## config.mk

```make
export PLATFORM = sky130hd
export DESIGN_NAME = periph_config_lock_and_device_status
export DESIGN_NICKNAME = d
export VERILOG_FILES = /design/src/design/periph_lock_pkg.sv /design/src/design/periph_config_lock_and_device_status.sv
export VERILOG_INCLUDE_DIRS = /design/src /design/src/design
export SDC_FILE = /design/constraint.sdc
export NUM_CORES = 1
export LEC_CHECK = 0
export BUFFER_PORTS_ARGS = -buffer_cell sky130_fd_sc_hd__buf_2
export CELL_PAD_IN_SITES_DETAIL_PLACEMENT = 1
export CELL_PAD_IN_SITES_GLOBAL_PLACEMENT = 1
export CORE_ASPECT_RATIO = 1.2
export CORE_UTILIZATION = 40
export CTS_BUF_LIST = sky130_fd_sc_hd__clkbuf_4
export DETAILED_ROUTE_END_ITERATION = 16
export PLACE_DENSITY = 0.8
export SLEW_MARGIN = 20
export SYNTH_ARGS = -nofsm -noshare
export SYNTH_HDL_FRONTEND = slang
export SYNTH_SLANG_ARGS = --single-unit
```

## constraint.sdc

```tcl
create_clock -name clk -period 5.6 [get_ports clk]
set_input_delay 0.28 -clock clk [delete_from_list [all_inputs] [get_ports clk]]
set_output_delay 0.28 -clock clk [all_outputs]
set_load 0.01 [all_outputs]
```

## src/design/periph_lock_defs.svh

```systemverilog
`ifndef PERIPH_LOCK_DEFS_SVH
`define PERIPH_LOCK_DEFS_SVH

// ****************************************************************
// Register byte addresses
// ****************************************************************
`define PERIPH_CFG_ADDR 32'h01B3F000
`define DEVICE_STATUS_ADDR 32'h01B3F004
`define CONFIG_LOCK_ADDR 32'h01B3F018

// ****************************************************************
// Key, reset values and counts
// ****************************************************************
`define UNLOCK_KEY 32'h10C0010C
`define LOCK_STATE_RESET 1'b1
`define PERIPH_CFG_RESET 32'h00000000
`define SETTLE_CYCLES 8'h80
`define STRAP_SYNC_CYCLES 2'h2

// ****************************************************************
// Field positions
// ****************************************************************
`define LOCK_STATE_BIT 0
`define DS_MAC_BIT 11
`define DS_HP_WIDTH_BIT 10
`define DS_EEAI_BIT 9
`define DS_PCI_BIT 8
`define DS_CLKMUL_HI 6
`define DS_CLKMUL_LO 5
`define DS_ENDIAN_BIT 4
`define DS_BOOT_HI 3
`define DS_BOOT_LO 2
`define DS_EMCLK_HI 1
`define DS_EMCLK_LO 0

`endif

```

## src/design/periph_lock_pkg.sv

```systemverilog
// ****************************************************************
// Shared types
// ****************************************************************
`default_nettype none
package periph_lock_pkg;

  // Reset-time selections sampled from the strap pins.
  typedef struct packed {
    logic ether_mac_on;
    logic host_port_width;
    logic pci_eeprom_autoinit;
    logic pci_select;
    logic [1:0] cpu_clock_multiplier;
    logic endian_select;
    logic [1:0] boot_source;
    logic [1:0] ext_mem_clock_select;
  } strap_s;

  // One register bus request.
  typedef struct packed {
    logic [31:0] addr;
    logic [31:0] wdata;
    logic wr;
    logic rd;
  } bus_req_s;

  // Strap capture sequence after reset release.
  typedef enum logic [1:0] {
    CAP_SYNC,
    CAP_TAKE,
    CAP_DONE
  } cap_state_e;

endpackage : periph_lock_pkg

`default_nettype wire

```

## src/design/periph_config_lock_and_device_status.sv

```systemverilog
// Summary of operation
// - Reserved bits of lock and status registers read zero, ignore writes.
// - While locked, configuration register writes leave its contents unchanged.
// - Configuration reads always return contents; lock bit reads 0 when unlocked.
// - Writing exactly the key to the lock register unlocks and clears lock bit.
// - Any configuration register write relocks it.
// - Status bit 11 shows Ethernet MAC enable, default 0.
// - Status bit 10 shows host port width, 0 is 16-bit.
// - Status bit 9 shows PCI EEPROM auto-initialisation, default 0.
// - Status bit 8 shows PCI versus host port group select, default 0.
// - Status bits 6:5 show CPU clock multiplier, default bypass.
// - Status bit 4 shows byte order, 1 little endian default.
// - Status bits 3:2 show boot source, default no boot.
// - Status bits 1:0 show external memory clock source, default input clock.
// - An enable bit may turn on only while unlocked.
`timescale 1ns/1ps
`default_nettype none
`include "periph_lock_defs.svh"

module periph_config_lock_and_device_status
  import periph_lock_pkg::*;
(
  input wire logic clk, // 20 MHz CPU-side clock.
  input wire logic reset, // Asynchronous, active high.
  input wire bus_req_s bus_req, // Address, write data and strobes.
  input wire strap_s strap_pins, // Reset-time selection pins.
  output logic [31:0] rdata, // Read data, valid the cycle after a read.
  output logic [31:0] periph_enable, // Peripheral enable configuration.
  output logic [31:0] periph_ready, // Enabled and settled peripherals.
  output logic lock_state, // High while configuration is locked.
  output strap_s device_status // Captured reset-time selections.
);

  // ****************************************************************
  // Address decode
  // ****************************************************************

  // Decoded strobes; the master never waits, so all are single cycle.
  logic hit_cfg;
  logic hit_status;
  logic hit_lock;
  logic cfg_write;
  logic lock_write;
  logic key_match;
  logic cfg_taken;

  assign hit_cfg = (bus_req.addr == `PERIPH_CFG_ADDR);
  assign hit_status = (bus_req.addr == `DEVICE_STATUS_ADDR);
  assign hit_lock = (bus_req.addr == `CONFIG_LOCK_ADDR);
  assign cfg_write = bus_req.wr && hit_cfg;
  assign lock_write = bus_req.wr && hit_lock;
  assign key_match = (bus_req.wdata == `UNLOCK_KEY);
  // A configuration write only lands while the lock is open.
  assign cfg_taken = cfg_write && !lock_state;

  // ****************************************************************
  // Lock state
  // ****************************************************************

  // Only the full 32-bit key opens the lock; the whole word is compared so
  // a stray partial pattern can never unlock by accident.
  always_ff @(posedge clk or posedge reset) begin
    if (reset) begin
      lock_state <= `LOCK_STATE_RESET;
    end else if (cfg_write) begin
      lock_state <= 1'b1;
    end else if (lock_write && key_match) begin
      lock_state <= 1'b0;
    end
  end

  // ****************************************************************
  // Peripheral enable configuration
  // ****************************************************************

  // The register holds software's word; its field meaning lives elsewhere.
  always_ff @(posedge clk or posedge reset) begin
    if (reset) begin
      periph_enable <= `PERIPH_CFG_RESET;
    end else if (cfg_taken) begin
      periph_enable <= bus_req.wdata;
    end
  end

  // ****************************************************************
  // Settling after an enable change
  // ****************************************************************

  // Counts the cycles since the last accepted write. Software must still
  // wait on its own; this flag only tells logic nearby when it is safe.
  logic [7:0] settle_count;
  logic settled;

  always_ff @(posedge clk or posedge reset) begin
    if (reset) begin
      settle_count <= 8'h00;
    end else if (cfg_taken) begin
      settle_count <= 8'h00;
    end else if (settle_count != `SETTLE_CYCLES) begin
      settle_count <= settle_count + 8'h01;
    end
  end

  // The count saturates at the settle time and then holds.
  assign settled = (settle_count == `SETTLE_CYCLES);

  // Per-peripheral ready flags, each registered so the output is a flop.
  genvar gi;
  generate
    for (gi = 0; gi < 32; gi++) begin : g_ready
      always_ff @(posedge clk or posedge reset) begin
        if (reset) begin
          periph_ready[gi] <= 1'b0;
        end else if (cfg_taken) begin
          periph_ready[gi] <= 1'b0;
        end else begin
          periph_ready[gi] <= periph_enable[gi] && settled;
        end
      end
    end
  endgenerate

  // ****************************************************************
  // Strap synchroniser and capture
  // ****************************************************************

  // Straps come from pins and pass two flops; only the second is read.
  strap_s strap_meta;
  strap_s strap_sync;
  cap_state_e cap_state;
  logic [1:0] sync_count;

  always_ff @(posedge clk or posedge reset) begin
    if (reset) begin
      strap_meta <= '0;
      strap_sync <= '0;
    end else begin
      strap_meta <= strap_pins;
      strap_sync <= strap_meta;
    end
  end

  // Waits for the synchroniser to fill before taking a single sample.
  always_ff @(posedge clk or posedge reset) begin
    if (reset) begin
      cap_state <= CAP_SYNC;
      sync_count <= 2'h0;
    end else begin
      case (cap_state)
        CAP_SYNC: begin
          sync_count <= sync_count + 2'h1;
          if (sync_count == `STRAP_SYNC_CYCLES - 2'h1) begin
            cap_state <= CAP_TAKE;
          end
        end
        CAP_TAKE: begin
          cap_state <= CAP_DONE;
        end
        CAP_DONE: begin
          cap_state <= CAP_DONE;
        end
        default: begin
          cap_state <= CAP_SYNC;
        end
      endcase
    end
  end

  // Before capture the documented defaults show, little endian included.
  always_ff @(posedge clk or posedge reset) begin
    if (reset) begin
      device_status <= '0;
      device_status.endian_select <= 1'b1;
    end else if (cap_state == CAP_TAKE) begin
      device_status <= strap_sync;
    end
  end

  // ****************************************************************
  // Read path
  // ****************************************************************

  // Status word assembled at fixed bit positions; everything else is zero.
  logic [31:0] status_word;

  always_comb begin
    status_word = 32'h00000000;
    status_word[`DS_MAC_BIT] = device_status.ether_mac_on;
    status_word[`DS_HP_WIDTH_BIT] = device_status.host_port_width;
    status_word[`DS_EEAI_BIT] = device_status.pci_eeprom_autoinit;
    status_word[`DS_PCI_BIT] = device_status.pci_select;
    status_word[`DS_CLKMUL_HI:`DS_CLKMUL_LO] = device_status.cpu_clock_multiplier;
    status_word[`DS_ENDIAN_BIT] = device_status.endian_select;
    status_word[`DS_BOOT_HI:`DS_BOOT_LO] = device_status.boot_source;
    status_word[`DS_EMCLK_HI:`DS_EMCLK_LO] = device_status.ext_mem_clock_select;
  end

  // Read data stand for one cycle only and are zero otherwise, so a
  // stale word can never be mistaken for a fresh answer.
  always_ff @(posedge clk or posedge reset) begin
    if (reset) begin
      rdata <= 32'h00000000;
    end else if (bus_req.rd) begin
      if (hit_cfg) begin
        rdata <= periph_enable;
      end else if (hit_status) begin
        rdata <= status_word;
      end else if (hit_lock) begin
        rdata <= {31'h00000000, lock_state};
      end else begin
        rdata <= 32'h00000000;
      end
    end else begin
      rdata <= 32'h00000000;
    end
  end
endmodule : periph_config_lock_and_device_status

`default_nettype wire

```

**Word level (Yosys, flattened, before mapping)**

Index checks and enable logic that the tools add are counted.

- Register bits after elaboration: 142
- Latch bits: 0
- RAM bits: 0
- Bits in read-only memories: 0
- Output and inout bits: 108
- Word-level logic and storage cells: 157
- Memories kept: 0

- Add/sub/neg operators: 2
- $mul: 0
- Div/mod/pow operators: 0
- $lt $le $gt $ge: 0
- Eq/ne operators: 10
- Shift-type cells: 0
- Multiplexer cells: 42
- Bitwise operators: 0
- Reduce and logical (&&, ||, !) cells: 41

Operators by type and width:

| operator | number |
|---|---|
| $eq 32x25->1 const B | 3 |
| $mux 32 | 2 |
| $logic_and 1x1->1 | 36 |
| $mux 1 | 35 |
| $eq 32x29->1 const B | 1 |
| $mux 8 | 2 |
| $mux 12 | 1 |
| $add 8x1->8 const B | 1 |
| $eq 8x8->1 const B | 1 |
| $ne 8x8->1 const B | 1 |
| $eq 2x1->1 const B | 2 |
| $pmux 2 s2 | 1 |
| $reduce_bool 2->1 | 2 |
| $add 2x1->2 const B | 1 |
| $eq 2x2->1 const B | 1 |
| $logic_not 2->1 | 1 |
| $mux 2 | 1 |
| $ne 2x2->1 const B | 1 |
| $reduce_or 2->1 | 1 |
| $logic_not 1->1 | 1 |

**Logic depth before layout (Yosys ltp)**

- Depth after elaboration: 5
- Gate-level depth with buffers: 6

**Least setup slack after synthesis**

Ideal clock, no wire load.

- Path kind: input to register
- From: in bus_req[60] in the netlist's numbering
- To: reg periph_enable[0]
- Data arrival time: 2.305 ns
- Path slack: 3.167 ns
- Stages on the path: 5
- Path buffers: 1
- Cells stage by stage: or4_1 -> or4b_1 -> nor4_4 -> buf_2 -> mux2_1

- Cells in the longest elaborated chain, start to end: 3

Ends and longest elaborated chain:

| what | line | text |
|---|---|---|
| start, declared | periph_config_lock_and_device_status.sv:25 | `input wire bus_req_s bus_req,` |
| $eq 32x25->1 (no source line) | n/a |  |
| $logic_and 1x1->1 | periph_config_lock_and_device_status.sv:50 | `assign cfg_write = bus_req.wr && hit_cfg;` |
| $logic_and 1x1->1 | periph_config_lock_and_device_status.sv:54 | `assign cfg_taken = cfg_write && !lock_state;` |
| end signal, assigned | periph_config_lock_and_device_status.sv:79 | `` periph_enable <= `PERIPH_CFG_RESET; `` |
| end signal, assigned | periph_config_lock_and_device_status.sv:81 | `periph_enable <= bus_req.wdata;` |
| end, declared | periph_config_lock_and_device_status.sv:28 | `output logic [31:0] periph_enable,` |

No other way between the ends.
A chain may end at the register's enable or synchronous reset.

**Final worst setup path**

- From: in bus_req[60] in the netlist's numbering
- To: reg periph_enable[7]

Same word-level chain as after synthesis.

==> results.yml <==
pwr:
  peakVddDrop_mv: 0.161
  p_leak_nw: 3.71
  clkPwrFrac_pct: 35.8
  swShare_pct: 23.9
  combPwrFrac_pct: 5.8
  seqPwrFrac_pct: 58.4
  p_switching_uw: 426
  power.total_mw: 1.79
  internal_power_mw: 1.36
  powerDensity_mw_per_mm2: 253
global_route:
  grt_use_total_pct: 21.7
  grt_pass1_wl_microns: 22200
  grt_start_max_net_pins: 87
  grt_overflow: 0
  grt_pass1_vias: 4274
  antenna_found_initial: 0
drt:
  wl_met3_microns: 655
  wl_met1_microns: 5630
  initialDrtViolationCount: 132
  wl_per_cell_microns: 17.8
  antenna_left: 0
  vias_per_cell: 4.99
  top_layer: "met4"
  met2_length_microns: 7190
  wl_microns: 13700
  route.detailed.drc: 0
  via_count: 3846
  drtPass1Iterations: 4
synth:
  avgSynthCellArea_sq_um: 14.6
  synth_area_sq_mm: 0.00523
  yosys_warnings: 0
  synthMuxAreaShare_pct: 11.5
  synthTopCellsByCount: "dfrtp_1, nor3b_1, mux2_1, nor2_1, clkbuf_1"
  yosys.cell_types.count: 35
  yosys.area_share.simple_pct: 15.3
  yosys.area_share.xor_xnor_pct: 1.34
  ys_seq_elements: 142
  yosys_most_used_dff: "dfrtp_1"
  syn_nets: 444
  yosys.area.top_type: "dfrtp_1"
  yosysMostFrequentCell: "dfrtp_1"
  synth_seq_area_share_pct: 67.9
  async_reset_ff_share_pct: 100
  synth.area.top_cells: "dfrtp_1, nor3b_1, mux2_1"
  synth-compound-area-share_pct: 0.550
  synth_edf_count: 0
  netlist.area_leader.share_pct: 66.9
  synth_fa_ha_area_share_pct: 1.43
  synth_cells: 359
  synth_top_family_by_area: "simple AND/OR/NAND/NOR gates"
sta:
  drv_slew: 0
  fin_skew_ps: 21.6
  final.setup.tns_ps: 0
  rsz0062_at_grt: "no"
  hold_slack_ps: 142
  period_share_pct: 43.9
  setup-violations-final: 0
  final_hold_viol_count: 0
  slew_headroom_pct: 42.2
  fmax_ghz: 0.407
  max_slew.worst_pin.slew_ps: 867
  min_period_ps: 2460
layout:
  final_nets: 679
  num_antenna_cells: 0
  multi_input_area_sq_mm: 0.00158
  syn_to_final_growth_pct: 34.8
  drive_gt1_share_pct: 39.6
  fillCellCount: 1336
  regArea_sq_mm: 0.00356
  fin_cells: 770
  final_area_sq_mm: 0.00705
run:
  max-cap-violations: 0
place:
  hpwlAfterDp_microns: 9040
  place_congestion: 0.761
  portBuffers: 186
  place_area_sq_mm: 0.00634
  placed_cells: 695
status:
  status: "finished clean"
floorplan:
  die_area_sq_mm: 0.0135
  boundaryPins: 187
  start_util_pct: 41.1
  die_y_microns: 127
  core-area_sq_mm: 0.0127
  rows: 45
  fp.dieW_microns: 106
clocking:
  postCtsSetupRepairBufs: 0
  clkLatencyLatePin_ps: 520
  tritoncts: "done"
  cts_sinks: 142
  cts_buffer_depth: 2
  htree_num_levels: 4
  post_cts_resized: 0
  clk_pin_slew_ps: 110
  cts_made_buffers: 17
  cts-root-buf: "clkbuf_4"
worst_setup_path:
  reg2reg_slack_ps: 3240
  crit_type: "in -> reg"
  required_ps: 5990
  start_kind: "input pin"
  cp.arrival_ps: 2840
  cp_max_fo: 72
  worstSetupEndpointType: "flop"
hold_path:
  min_path_type: "in -> reg"
cells in the final DEF, fill, tap and decap left out, types with 3 or more instances in the layout:
cell	instances
buf_4	5
ha_1	6
nor2_1	18
dlygate4sd3_1	44
mux2_2	13
nor3b_1	55
clkbuf_4	18
inv_6	3
o21ai_0	3
xor2_1	6
nor3_1	4
nor4_1	5
mux2_1	30
buf_2	186
inv_1	6
clkinv_4	4
dfrtp_1	140
nand3_1	7
nor4b_1	6
mux2i_1	12
layout make-up:
| type | count | share of cell area [%] |
|---|---|---|
| inverters | 7 | 0.443 |
| well taps | 164 | 2.91 |
| clock inverters | 13 | 2.00 |
| flip-flops and latches | 142 | 50.4 |
| clock buffers | 18 | 1.92 |
| multi-input cells | 191 | 22.3 |
| repair buffers | 235 | 20.0 |
path summary, 6_finish.rpt:
check	startpoint	to	depth (start not counted)
setup / recovery	bus_req[60]	periph_enable[7]$_DFFE_PP0P_	6
hold / removal	bus_req[59]	rdata[0]$_DFF_PP0_	4
setup reg to reg	lock_state$_DFFE_PP1P_	periph_enable[7]$_DFFE_PP0P_	4
hold reg to reg	strap_meta[7]$_DFF_PP0_	strap_sync[7]$_DFF_PP0_	0
max in group asynchronous	reset	rdata[3]$_DFF_PP0_	4
min in group asynchronous	reset	rdata[4]$_DFF_PP0_	3
registers in the layout (all words and copies together) (netlist names):
name / cells
cap_state: 2
device_status: 11
lock_state: 1
periph_enable: 32
periph_ready: 32
rdata: 32
settle_count: 8
strap_meta: 11
strap_sync: 11
sync_count: 2
layer usage:
| layer | global-route usage, % | up-vias |
|---|---|---|
| li1 | - | 1728 |
| met2 | 38.3 | 138 |
| met4 | 7.25 | 0 |
| met5 | 0 | - |
| met1 | 25.6 | 1957 |
| met3 | 5.51 | 23 |
through the flow:
step / worst slack, ps / util [%]
after global routing: 3050 / 55.4
after floorplan: 1510 / -
after detailed placement: 2580 / 49.8
final: 3140 / 55.4
after global placement: 2690 / 49.8
after CTS: 3180 / 55.4
critical path, cell delays in order:
cell	delay (ps)
buf_2	100
or4_1	530
or4b_1	620
nor4_4	170
buf_4	700
mux2_1	390
kinds of logic after synthesis:
| logic type | Yosys count |
|---|---|
| multiplexers | 55 |
| XOR/XNOR | 8 |
| AND/OR/NAND/NOR | 117 |
| adder cells (fa/ha/maj) | 6 |
| buffers and inverters | 26 |
| flip-flops | 142 |
| AO/OA/AOI/OAI | 5 |
power by group through the flow:
stage / Clock [mW] / Sequential (mW) / Combinational, mW
after detailed placement: 0 / 1.06 / 0.0808
final: 0.639 / 1.04 / 0.104
after CTS: 0.662 / 1.04 / 0.105
after floorplan: 0 / 1.06 / 0.0318
after global placement: 0 / 1.06 / 0.0774
after global routing: 0.704 / 1.04 / 0.114
repair_timing:
| item | 4_1_cts | 5_1_grt |
|---|---|---|
| setup endpoints to repair | 0 | 0 |
| hold buffers | 44 | 0 |
| hold endpoints to repair | 126 | 0 |
Note: power is estimated with default switching activity, not from simulation.
